===== src/design/egbifm_pkg.sv =====
// Purpose: shared constants and carriers for the group b interrupt flag/enable block
// Assumes: 16-bit word-addressed register port, one clock, active-low async reset
// Notes: offsets are word addresses as seen on the register port
package egbifm_pkg;

	localparam int ADDR_W = 16;
	localparam int DATA_W = 16;

	// register word addresses
	localparam logic [15:0] OFS_ENABLE_A = 16'h752c;
	localparam logic [15:0] OFS_ENABLE_B = 16'h752d;
	localparam logic [15:0] OFS_ENABLE_C = 16'h752e;
	localparam logic [15:0] OFS_FLAGS_A = 16'h752f;
	localparam logic [15:0] OFS_FLAGS_B = 16'h7530;
	localparam logic [15:0] OFS_FLAGS_C = 16'h7531;

	// register a bit positions (flags and enables share the layout)
	localparam int BIT_A_T3_OVF = 10;
	localparam int BIT_A_T3_UNF = 9;
	localparam int BIT_A_T3_CMP = 8;
	localparam int BIT_A_T3_PER = 7;
	localparam int BIT_A_CMP6 = 3;
	localparam int BIT_A_CMP5 = 2;
	localparam int BIT_A_CMP4 = 1;
	localparam int BIT_A_PDRV = 0;

	// register b bit positions
	localparam int BIT_B_T4_OVF = 3;
	localparam int BIT_B_T4_UNF = 2;
	localparam int BIT_B_T4_CMP = 1;
	localparam int BIT_B_T4_PER = 0;

	// register c bit positions
	localparam int BIT_C_CAP6 = 2;
	localparam int BIT_C_CAP5 = 1;
	localparam int BIT_C_CAP4 = 0;

	// implemented bits; everything else is reserved and reads zero
	localparam logic [15:0] IMPL_A = 16'h078f;
	localparam logic [15:0] IMPL_B = 16'h000f;
	localparam logic [15:0] IMPL_C = 16'h0007;

	// values after reset
	localparam logic [15:0] RST_FLAGS = 16'h0000;
	localparam logic [15:0] RST_ENABLE_A = 16'h0001;
	localparam logic [15:0] RST_ENABLE_B = 16'h0000;
	localparam logic [15:0] RST_ENABLE_C = 16'h0000;
	localparam logic [15:0] RST_RDATA = 16'h0000;

	// one-cycle event pulses from the timer, compare, capture and fault units
	typedef struct packed {
		logic timer3_overflow_event;
		logic timer3_underflow_event;
		logic timer3_compare_event;
		logic timer3_period_event;
		logic compare6_event;
		logic compare5_event;
		logic compare4_event;
		logic power_drive_fault_event;
		logic timer4_overflow_event;
		logic timer4_underflow_event;
		logic timer4_compare_event;
		logic timer4_period_event;
		logic capture6_event;
		logic capture5_event;
		logic capture4_event;
	} egbifm_events_type;

	// one register port request
	typedef struct packed {
		logic [15:0] addr;
		logic [15:0] wdata;
		logic wr;
		logic rd;
	} egbifm_req_type;

	// per-group interrupt request levels
	typedef struct packed {
		logic group_a;
		logic group_b;
		logic group_c;
	} egbifm_irq_type;

endpackage : egbifm_pkg


===== src/design/egbifm_top.sv =====
// Purpose: interrupt flag and enable registers of event group b
// Assumes: register port strobes are one cycle, never both at once
// Notes: read data valid only in the cycle after the read strobe
//   irq outputs lag a flag or enable change by one registered stage
//   an event in the cycle of its own clearing write keeps the flag set
//   unmapped reads still answer, with zero, so software never stalls
// What this block does
// - flag reads one while event latched
// - reserved bits read zero, writes ignored
// - flags a low byte layout
// - flags b holds timer 4 events
// - flags c holds capture 4-6 events
// - enable a covers timer 3, compares, fault
// - fault enable resets to one
// - enable b covers timer 4 sources
// - enable c covers capture sources
// - all flags reset to zero
// - other enables reset to zero
// - flags a upper holds timer 3 bits
//
// The plain strobed port is this design's own decision.
`timescale 1ns/1ps
module egbifm_top
	import egbifm_pkg::*;
(
	input wire logic sys_clk,
	input wire logic resetn,
	input wire logic [15:0] reg_addr,
	input wire logic [15:0] reg_wdata,
	input wire logic reg_wr,
	input wire logic reg_rd,
	input wire egbifm_events_type events,
	output logic [15:0] reg_rdata_q,
	output logic reg_rvalid_q,
	output egbifm_irq_type irq_group_q,
	output logic irq_q
);

	egbifm_req_type req;

	// one select per register word, from an exact address compare
	logic sel_flags_a;
	logic sel_flags_b;
	logic sel_flags_c;
	logic sel_enable_a;
	logic sel_enable_b;
	logic sel_enable_c;

	// decoded strobes
	logic wr_flags_a;
	logic wr_flags_b;
	logic wr_flags_c;
	logic wr_enable_a;
	logic wr_enable_b;
	logic wr_enable_c;
	logic hit;

	// event vectors in register layout
	logic [15:0] set_a;
	logic [3:0] set_b;
	logic [2:0] set_c;

	// register contents
	logic [15:0] flags_a;
	logic [3:0] flags_b;
	logic [2:0] flags_c;
	logic [15:0] enable_a;
	logic [3:0] enable_b;
	logic [2:0] enable_c;

	// full-width register words, reserved positions held at zero
	logic [15:0] view_flags_a;
	logic [15:0] view_flags_b;
	logic [15:0] view_flags_c;
	logic [15:0] view_enable_a;
	logic [15:0] view_enable_b;
	logic [15:0] view_enable_c;

	// write data trimmed to each register's width
	logic [15:0] wdata_a;
	logic [3:0] wdata_b;
	logic [2:0] wdata_c;

	// per-source request: flag and its enable both set
	egbifm_events_type pend;

	// read path and request levels
	logic [15:0] rdata_d;
	logic rvalid_d;
	egbifm_irq_type irq_group_d;
	logic irq_d;

	// bundle the port into one request
	always_comb begin
		req.addr = reg_addr;
		req.wdata = reg_wdata;
		req.wr = reg_wr;
		req.rd = reg_rd;
	end

	// exact compare per word; neighbouring addresses never alias
	always_comb begin
		sel_flags_a = (req.addr == OFS_FLAGS_A);
		sel_flags_b = (req.addr == OFS_FLAGS_B);
		sel_flags_c = (req.addr == OFS_FLAGS_C);
		sel_enable_a = (req.addr == OFS_ENABLE_A);
		sel_enable_b = (req.addr == OFS_ENABLE_B);
		sel_enable_c = (req.addr == OFS_ENABLE_C);
	end

	// a write reaches only the word it names; unmapped writes vanish
	always_comb begin
		wr_flags_a = req.wr && sel_flags_a;
		wr_flags_b = req.wr && sel_flags_b;
		wr_flags_c = req.wr && sel_flags_c;
		wr_enable_a = req.wr && sel_enable_a;
		wr_enable_b = req.wr && sel_enable_b;
		wr_enable_c = req.wr && sel_enable_c;
	end

	// any mapped word; a miss still answers the read
	always_comb begin
		hit = sel_flags_a || sel_flags_b || sel_flags_c ||
			sel_enable_a || sel_enable_b || sel_enable_c;
	end

	// write data cut to each register; reserved bits dropped here
	always_comb begin
		wdata_a = req.wdata & IMPL_A;
		wdata_b = req.wdata[3:0];
		wdata_c = req.wdata[2:0];
	end

	// place each event pulse at its flag position
	always_comb begin
		set_a = 16'h0000;
		set_a[BIT_A_T3_OVF] = events.timer3_overflow_event;
		set_a[BIT_A_T3_UNF] = events.timer3_underflow_event;
		set_a[BIT_A_T3_CMP] = events.timer3_compare_event;
		set_a[BIT_A_T3_PER] = events.timer3_period_event;
		set_a[BIT_A_CMP6] = events.compare6_event;
		set_a[BIT_A_CMP5] = events.compare5_event;
		set_a[BIT_A_CMP4] = events.compare4_event;
		set_a[BIT_A_PDRV] = events.power_drive_fault_event;
	end

	// timer 4 pulses into flags b positions
	always_comb begin
		set_b = 4'h0;
		set_b[BIT_B_T4_OVF] = events.timer4_overflow_event;
		set_b[BIT_B_T4_UNF] = events.timer4_underflow_event;
		set_b[BIT_B_T4_CMP] = events.timer4_compare_event;
		set_b[BIT_B_T4_PER] = events.timer4_period_event;
	end

	// capture pulses into flags c positions
	always_comb begin
		set_c = 3'h0;
		set_c[BIT_C_CAP6] = events.capture6_event;
		set_c[BIT_C_CAP5] = events.capture5_event;
		set_c[BIT_C_CAP4] = events.capture4_event;
	end

	// sticky flag registers, one instance per register
	egbifm_flag_reg #(
		.WIDTH(16),
		.IMPL(IMPL_A)
	) u_flags_a (
		.sys_clk(sys_clk),
		.resetn(resetn),
		.set(set_a),
		.clr_we(wr_flags_a),
		.clr_data(wdata_a),
		.flags_q(flags_a)
	);

	egbifm_flag_reg #(
		.WIDTH(4),
		.IMPL(IMPL_B)
	) u_flags_b (
		.sys_clk(sys_clk),
		.resetn(resetn),
		.set(set_b),
		.clr_we(wr_flags_b),
		.clr_data(wdata_b),
		.flags_q(flags_b)
	);

	egbifm_flag_reg #(
		.WIDTH(3),
		.IMPL(IMPL_C)
	) u_flags_c (
		.sys_clk(sys_clk),
		.resetn(resetn),
		.set(set_c),
		.clr_we(wr_flags_c),
		.clr_data(wdata_c),
		.flags_q(flags_c)
	);

	// enable registers; only enable a has a bit that resets to one
	egbifm_enable_reg #(
		.WIDTH(16),
		.IMPL(IMPL_A),
		.RST(RST_ENABLE_A)
	) u_enable_a (
		.sys_clk(sys_clk),
		.resetn(resetn),
		.we(wr_enable_a),
		.wdata(wdata_a),
		.enable_q(enable_a)
	);

	egbifm_enable_reg #(
		.WIDTH(4),
		.IMPL(IMPL_B),
		.RST(RST_ENABLE_B)
	) u_enable_b (
		.sys_clk(sys_clk),
		.resetn(resetn),
		.we(wr_enable_b),
		.wdata(wdata_b),
		.enable_q(enable_b)
	);

	egbifm_enable_reg #(
		.WIDTH(3),
		.IMPL(IMPL_C),
		.RST(RST_ENABLE_C)
	) u_enable_c (
		.sys_clk(sys_clk),
		.resetn(resetn),
		.we(wr_enable_c),
		.wdata(wdata_c),
		.enable_q(enable_c)
	);

	// register words as software sees them
	always_comb begin
		view_flags_a = flags_a & IMPL_A;
		view_flags_b = {12'h000, flags_b} & IMPL_B;
		view_flags_c = {13'h0, flags_c} & IMPL_C;
		view_enable_a = enable_a & IMPL_A;
		view_enable_b = {12'h000, enable_b} & IMPL_B;
		view_enable_c = {13'h0, enable_c} & IMPL_C;
	end

	// per-source request; a flag alone never asks for service
	always_comb begin
		pend.timer3_overflow_event = flags_a[BIT_A_T3_OVF] & enable_a[BIT_A_T3_OVF];
		pend.timer3_underflow_event = flags_a[BIT_A_T3_UNF] & enable_a[BIT_A_T3_UNF];
		pend.timer3_compare_event = flags_a[BIT_A_T3_CMP] & enable_a[BIT_A_T3_CMP];
		pend.timer3_period_event = flags_a[BIT_A_T3_PER] & enable_a[BIT_A_T3_PER];
		pend.compare6_event = flags_a[BIT_A_CMP6] & enable_a[BIT_A_CMP6];
		pend.compare5_event = flags_a[BIT_A_CMP5] & enable_a[BIT_A_CMP5];
		pend.compare4_event = flags_a[BIT_A_CMP4] & enable_a[BIT_A_CMP4];
		pend.power_drive_fault_event = flags_a[BIT_A_PDRV] & enable_a[BIT_A_PDRV];
		pend.timer4_overflow_event = flags_b[BIT_B_T4_OVF] & enable_b[BIT_B_T4_OVF];
		pend.timer4_underflow_event = flags_b[BIT_B_T4_UNF] & enable_b[BIT_B_T4_UNF];
		pend.timer4_compare_event = flags_b[BIT_B_T4_CMP] & enable_b[BIT_B_T4_CMP];
		pend.timer4_period_event = flags_b[BIT_B_T4_PER] & enable_b[BIT_B_T4_PER];
		pend.capture6_event = flags_c[BIT_C_CAP6] & enable_c[BIT_C_CAP6];
		pend.capture5_event = flags_c[BIT_C_CAP5] & enable_c[BIT_C_CAP5];
		pend.capture4_event = flags_c[BIT_C_CAP4] & enable_c[BIT_C_CAP4];
	end

	// every read strobe answers, mapped or not, so software never stalls
	always_comb begin
		rvalid_d = req.rd;
	end

	// read mux; narrow registers zero-extend, misses read zero
	always_comb begin
		rdata_d = 16'h0000;
		if (req.rd && hit) begin
			case (req.addr)
				OFS_FLAGS_A: begin
					rdata_d = view_flags_a;
				end
				OFS_FLAGS_B: begin
					rdata_d = view_flags_b;
				end
				OFS_FLAGS_C: begin
					rdata_d = view_flags_c;
				end
				OFS_ENABLE_A: begin
					rdata_d = view_enable_a;
				end
				OFS_ENABLE_B: begin
					rdata_d = view_enable_b;
				end
				OFS_ENABLE_C: begin
					rdata_d = view_enable_c;
				end
				default: begin
					rdata_d = 16'h0000;
				end
			endcase
		end
	end

	// data stands for exactly one cycle after the strobe
	always_ff @(posedge sys_clk or negedge resetn) begin
		if (!resetn) begin
			reg_rdata_q <= RST_RDATA;
			reg_rvalid_q <= 1'b0;
		end else begin
			reg_rdata_q <= rdata_d;
			reg_rvalid_q <= rvalid_d;
		end
	end

	// request levels follow flag and enable together, not the raw event
	always_comb begin
		irq_group_d.group_a = pend.timer3_overflow_event | pend.timer3_underflow_event |
			pend.timer3_compare_event | pend.timer3_period_event |
			pend.compare6_event | pend.compare5_event | pend.compare4_event |
			pend.power_drive_fault_event;
		irq_group_d.group_b = pend.timer4_overflow_event | pend.timer4_underflow_event |
			pend.timer4_compare_event | pend.timer4_period_event;
		irq_group_d.group_c = pend.capture6_event | pend.capture5_event |
			pend.capture4_event;
	end

	// one line for the processor, raised by any pending source
	always_comb begin
		irq_d = |pend;
	end

	// registered so outputs are glitch free; costs one cycle of latency
	always_ff @(posedge sys_clk or negedge resetn) begin
		if (!resetn) begin
			irq_group_q <= '0;
			irq_q <= 1'b0;
		end else begin
			irq_group_q <= irq_group_d;
			irq_q <= irq_d;
		end
	end

endmodule : egbifm_top


===== src/design/egbifm_flag_reg.sv =====
// Purpose: one sticky flag register, set by hardware, cleared by writing ones
// Assumes: set pulses and write strobe are synchronous to sys_clk
// Notes: reserved bits are held at zero and ignore both sets and clears
`timescale 1ns/1ps
module egbifm_flag_reg
	import egbifm_pkg::*;
#(
	parameter int WIDTH = 16,
	parameter logic [15:0] IMPL = 16'hffff
) (
	input wire logic sys_clk,
	input wire logic resetn,
	input wire logic [WIDTH-1:0] set,
	input wire logic clr_we,
	input wire logic [WIDTH-1:0] clr_data,
	output logic [WIDTH-1:0] flags_q
);

	logic [WIDTH-1:0] flags_d;
	logic [WIDTH-1:0] clr_mask;

	// clear first, then set, so an event in the clearing cycle survives
	always_comb begin
		clr_mask = clr_we ? (clr_data & IMPL[WIDTH-1:0]) : '0;
		flags_d = (flags_q & ~clr_mask) | (set & IMPL[WIDTH-1:0]);
		flags_d = flags_d & IMPL[WIDTH-1:0];
	end

	// flags come out of reset cleared
	always_ff @(posedge sys_clk or negedge resetn) begin
		if (!resetn) begin
			flags_q <= RST_FLAGS[WIDTH-1:0];
		end else begin
			flags_q <= flags_d;
		end
	end

endmodule : egbifm_flag_reg


===== src/design/egbifm_enable_reg.sv =====
// Purpose: one read/write enable register with a per-bit reset value
// Assumes: write strobe synchronous to sys_clk
// Notes: reserved bits never store a written one
`timescale 1ns/1ps
module egbifm_enable_reg
	import egbifm_pkg::*;
#(
	parameter int WIDTH = 16,
	parameter logic [15:0] IMPL = 16'hffff,
	parameter logic [15:0] RST = 16'h0000
) (
	input wire logic sys_clk,
	input wire logic resetn,
	input wire logic we,
	input wire logic [WIDTH-1:0] wdata,
	output logic [WIDTH-1:0] enable_q
);

	logic [WIDTH-1:0] enable_d;

	// plain store, reserved bits masked off
	always_comb begin
		enable_d = we ? (wdata & IMPL[WIDTH-1:0]) : enable_q;
	end

	// reset value differs per register (fault enable starts on)
	always_ff @(posedge sys_clk or negedge resetn) begin
		if (!resetn) begin
			enable_q <= RST[WIDTH-1:0] & IMPL[WIDTH-1:0];
		end else begin
			enable_q <= enable_d;
		end
	end

endmodule : egbifm_enable_reg


===== config.mk =====
export PLATFORM = sky130hd
export DESIGN_NAME = egbifm_top
export DESIGN_NICKNAME = d
export VERILOG_FILES = /design/src/design/egbifm_pkg.sv /design/src/design/egbifm_top.sv /design/src/design/egbifm_flag_reg.sv /design/src/design/egbifm_enable_reg.sv
export SDC_FILE = /design/constraint.sdc
export NUM_CORES = 1
export LEC_CHECK = 0
export ABC_AREA = 1
export BUFFER_PORTS_ARGS = -buffer_cell sky130_fd_sc_hd__buf_2
export CORE_MARGIN = 1.5
export CORE_UTILIZATION = 46
export CTS_CLUSTER_SIZE = 16
export DETAILED_ROUTE_END_ITERATION = 8
export PLACE_DENSITY = 0.75
export SLEW_MARGIN = 25
export SYNTH_ARGS = -nofsm -noshare
export SYNTH_HDL_FRONTEND = slang
export SYNTH_HIERARCHICAL = 1
export SYNTH_SLANG_ARGS = --single-unit
export TNS_END_PERCENT = 1

===== constraint.sdc =====
create_clock -name sys_clk -period 1.12 [get_ports sys_clk]
set_clock_uncertainty 0.05 [all_clocks]
set_input_delay 0.336 -clock sys_clk [delete_from_list [all_inputs] [get_ports sys_clk]]
set_output_delay 0.336 -clock sys_clk [all_outputs]
set_load 0.05 [all_outputs]

## Yosys cells after proc, flatten, opt, wreduce, memory -nomap -nowiden

Index checks and enable logic that the tools add are counted.

| word-level totals | value |
|---|---|
| register bits after elaboration | 51 |
| input port bits | 51 |
| output and inout bits | 21 |

| operators by class | value |
|---|---|
| eq/ne operators | 6 |
| mux-type cells | 5 |
| reduce and logical (&&, ||, !) cells | 13 |
| bitwise logic cells | 36 |

Operator list:

| kind | count |
|---|---|
| $eq 16x15->1 const B | 6 |
| $pmux 11 s6 | 1 |
| $mux 16 | 1 |
| $and 1x1->1 | 15 |
| $reduce_or 15->1 | 1 |
| $or 1x1->1 | 12 |
| $and 11x11->11 | 1 |
| $mux 11 | 1 |
| $not 11->11 | 1 |
| $or 11x11->11 | 1 |
| $logic_and 1x1->1 | 7 |
| $logic_or 1x1->1 | 5 |
| $and 4x4->4 | 1 |
| $mux 4 | 1 |
| $not 4->4 | 1 |
| $or 4x4->4 | 1 |
| $and 3x3->3 | 1 |
| $mux 3 | 1 |
| $not 3->3 | 1 |
| $or 3x3->3 | 1 |

## Logic depth before layout (Yosys ltp)

| logic depth | value |
|---|---|
| depth after elaboration | 8 |
| gate-level depth with buffers | 11 |

## By module

The synthesis kept the hierarchy.

Modules (own cells, without submodules):

| module | times used | cells an instance | area an instance (sq um) |
|---|---|---|---|
| egbifm_top | 1 | 171 | 1089.8 |
| egbifm_flag_reg at u_flags_a | 1 | 50 | 389.1 |
| egbifm_enable_reg at u_enable_a | 1 | 43 | 370.4 |
| egbifm_flag_reg at u_flags_b | 1 | 20 | 160.2 |
| egbifm_enable_reg at u_enable_b | 1 | 17 | 148.9 |
| egbifm_flag_reg at u_flags_c | 1 | 15 | 120.1 |
| egbifm_enable_reg at u_enable_c | 1 | 13 | 112.6 |

## Least setup slack after synthesis

OpenSTA, ideal clock, no wires.

| path | value |
|---|---|
| path kind | input to register |
| start | in reg_addr[10] |
| end | reg u_enable_b.enable_q[0] |
| data arrival time | 1.539 ns |
| stages on the path | 10 |
| setup slack | -0.586 ns |
| cells stage by stage | nand2_1 inv_2 nand2_1 nor2_4 buf_4 inv_1 nor4_1 inv_2 nand2_1 nand2_1 |

| on the way | value |
|---|---|
| longest elaborated chain between the ends | 2 |

RTL lines:

| element | RTL line | source |
|---|---|---|
| start, declared | egbifm_top.sv:28 | `input wire logic [15:0] reg_addr,` |
| $eq 16x15->1 | egbifm_top.sv:107 | `sel_enable_b = (req.addr == OFS_ENABLE_B);` |
| $logic_and 1x1->1 | egbifm_top.sv:117 | `wr_enable_b = req.wr && sel_enable_b;` |
| named net wr_enable_b | egbifm_top.sv:54 | `logic wr_enable_b;` |
| end signal, assigned | egbifm_enable_reg.sv:29 | `enable_q <= RST[WIDTH-1:0] & IMPL[WIDTH-1:0];` |
| end signal, assigned | egbifm_enable_reg.sv:31 | `enable_q <= enable_d;` |
| end, declared | egbifm_enable_reg.sv:16 | `output logic [WIDTH-1:0] enable_q` |

The timed path passes the listed nets, and every way through them passes these cells.
A chain may end at the register's enable or synchronous reset.

## Worst setup path after layout

| path | value |
|---|---|
| start | in reg_addr[15] |
| end | reg u_enable_b.enable_q[0] |

Same word-level chain as after synthesis.

==> results by group <==
Run status
  – Status: complete, but fails checks
  – Failing checks: setup timing

Setup path
  – CP Capture Type: flop
  – Startpoint Class: input port
  – CP max-delay cell: nor4_4
  – Crit path launch: reg_addr[15]
  – Critical path destination: u_enable_b/enable_q[0]
  – Crit-path cells: buf_2 > nor2_1 > nand2_1 > nor2_4 > inv_2 > nor4_4 > buf_4 > nand2_1 > nand2_1
  – R2R depth: 5
  – R2R setup slack: -90 ps
  – R2r endpoint: irq_q
  – WS Path Type: in -> reg
  – FF-to-FF Start: u_flags_a/flags_q[3]
  – WP data arrival: approximately 1500 ps
  – Critical Path Max Stage Delay: around 250 ps
  – Worst Path Max Fanout: 4
  – WP data required: 1310 ps
  – Most used cell, CP: nand2_1

Clock tree
  – Post-CTS Setup Inserts: 0
  – Num CTS Buffers: 5
  – Clk buf depth: 2
  – Clk sink count: between 40 and 50
  – TritonCTS clock tree: done
  – Skew-Pair Late Insertion Delay: ~300 ps
  – Clock Pin Slew Worst Setup and Hold Paths: ~80 ps
  – CTS root buffer: clkbuf_8
  – Clock H-tree levels: 2

Cells and area
  – Post-route cell area: 0.003127 mm²
  – Final net count: approximately 460
  – Fraction of layout cells with a size suffix above 1: between 30% and 40%
  – Final std cells w/o fill: 476
  – Final core utilization: 66.20%
  – Area delta synth->final: 38.14%
  – # diodes: 0
  – Fillcell total: between 400 and 500

Synthesis
  – Cells after synthesis: ~310
  – Syn. warnings: 6
  – Post-Syn Area per Cell: a little over 7 µm²
  – Post-synthesis cell area: approximately 0.0023 mm²

Die
  – Io pins: between 70 and 80
  – Die W: between 70 and 80 µm
  – Die H: between 70 and 80 µm
  – Core Region: 0.004723 mm²
  – Row cnt: 25
  – Total die area: 0.005350 mm²
  – Effective utilization at floorplan: ~48%

Timing
  – Final Hold Viols: 0
  – Final slew viol count: 0
  – Min Clock Period, post-route: 1260 ps
  – Max Fclk: between 700 and 800 MHz
  – Final worst slack: -140.3 ps
  – Period utilisation layout: 112.5%
  – Setup TNS: -3913 ps
  – Final Setup Violations: 52
  – Unrepaired setup endpoints after global routing: true

Drt
  – Drt wl/cell: between 10 and 15 µm
  – Drt first pass iters: 4
  – DR vias: approximately 2100
  – # DRC: 0
  – Vias/cell: roughly 4.5
  – Initial DRC Count: 127
  – WL final: around 5.2 mm
  – Remaining antenna violation count: 0

Placed design
  – DP HPWL: just over 4 mm
  – Buffers on Ports: 55
  – Setup WS pre-CTS: -455.0 ps
  – Routability congestion estimate: roughly 0.87
  – DP Cell Count: between 400 and 500
  – Area after DPL: about 0.0029 mm²

GRT
  – Overflow after GRT: 0
  – Pin count of the biggest net entering global routing: 20
  – Initial antenna violation count: 0
  – Vias in the first global route: slightly above 2000
  – Total track usage: a little over a fifth
  – First-pass GRT wire length: slightly below 9 mm

Power
  – Pwr/cell area: about 980 mW/mm²
  – Lkg Pwr: about 1.7 nW
  – Peak supply drop: 0.0008400 V

Run
  – Max-Cap Viols: 0

Min path
  – Hold/Removal Path Class: in -> reg
report_power, final:
part / internal, mW / leakage [nW] / switching (mW) / total [mW]
clock network: 0.664 / 0.0581 / 0.554 / 1.22
registers: 1.55 / 0.517 / 0.00102 / 1.55
logic: 0.0918 / 1.17 / 0.191 / 0.282
critical path: cells and delay by family:
family,cells,cell delay (ps)
simple gates,6,710
buf+inv,3,400
metrics by stage:
stage / hold WS, ps / total power, mW
floorplan: -9.591 / 1.731
global placement: 163.6 / 1.856
finish: 141.6 / 3.055
CTS: 134.4 / 3.081
detailed placement: 166.5 / 1.861
global route: 132.8 / 3.171
flip-flops by register name, summed over array words and instances, names as in the netlist:
register             count
reg_rdata_q              8
u_enable_a/enable_q      8
u_flags_a/flags_q        8
u_enable_b/enable_q      4
u_flags_b/flags_q        4
irq_group_q              3
u_enable_c/enable_q      3
u_flags_c/flags_q        3
irq_q                    1
reg_rvalid_q             1
repair_timing:
action,CTS,global route
pin swaps,2,1
hold endpoints to repair,8,0
hold buffers,1,0
gates resized for setup,31,2
setup endpoints to repair,52,52
layer usage:
layer | GRT usage, % | up-vias | routed length, µm
met5 | 0 | - | 0
met4 | 7.547 | 0 | 77
met3 | 4.696 | 9 | 270
met2 | 36.06 | 66 | 2538
met1 | 27.70 | 949 | 2348
li1 | - | 1110 | -
area by class of cell:
class	count	area, µm²	share of cell area, %
well taps	67	83.83	2.681
clock inverters	3	43.79	1.401
flip-flops and latches	43	1077	34.45
multi-input cells	223	1022	32.69
inverters	40	151.4	4.842
clock buffers	5	68.82	2.201
repair buffers	95	679.4	21.73
cell usage in the layout (no fill, tap or decap), types with 2 or more instances in the layout:
cell,n
buf_2,42
buf_4,36
nand3_1,17
nor2_1,16
o21ai_1,2
nor4_4,2
clkinv_2,2
nand2_4,2
dfrtp_1,42
inv_1,30
conb_1,8
buf_6,15
clkbuf_8,5
nor4_2,2
inv_2,9
nand4_1,3
nor2_2,6
nor2_4,7
nand2_1,153
worst min path at each step:
stage	end	startpoint	cells after the start	slack, ps
2_1_floorplan	irq_group_q[0]	resetn	0	-10
3_3_place_gp	u_enable_b/enable_q[1]	resetn	1	160
3_5_place_dp	u_flags_b/flags_q[1]	resetn	1	170
4_1_cts	reg_rvalid_q	reg_rd	1	130
5_1_grt	reg_rvalid_q	reg_rd	1	130
6_report	reg_rvalid_q	reg_rd	1	140
(Power assumes the default switching activity.)
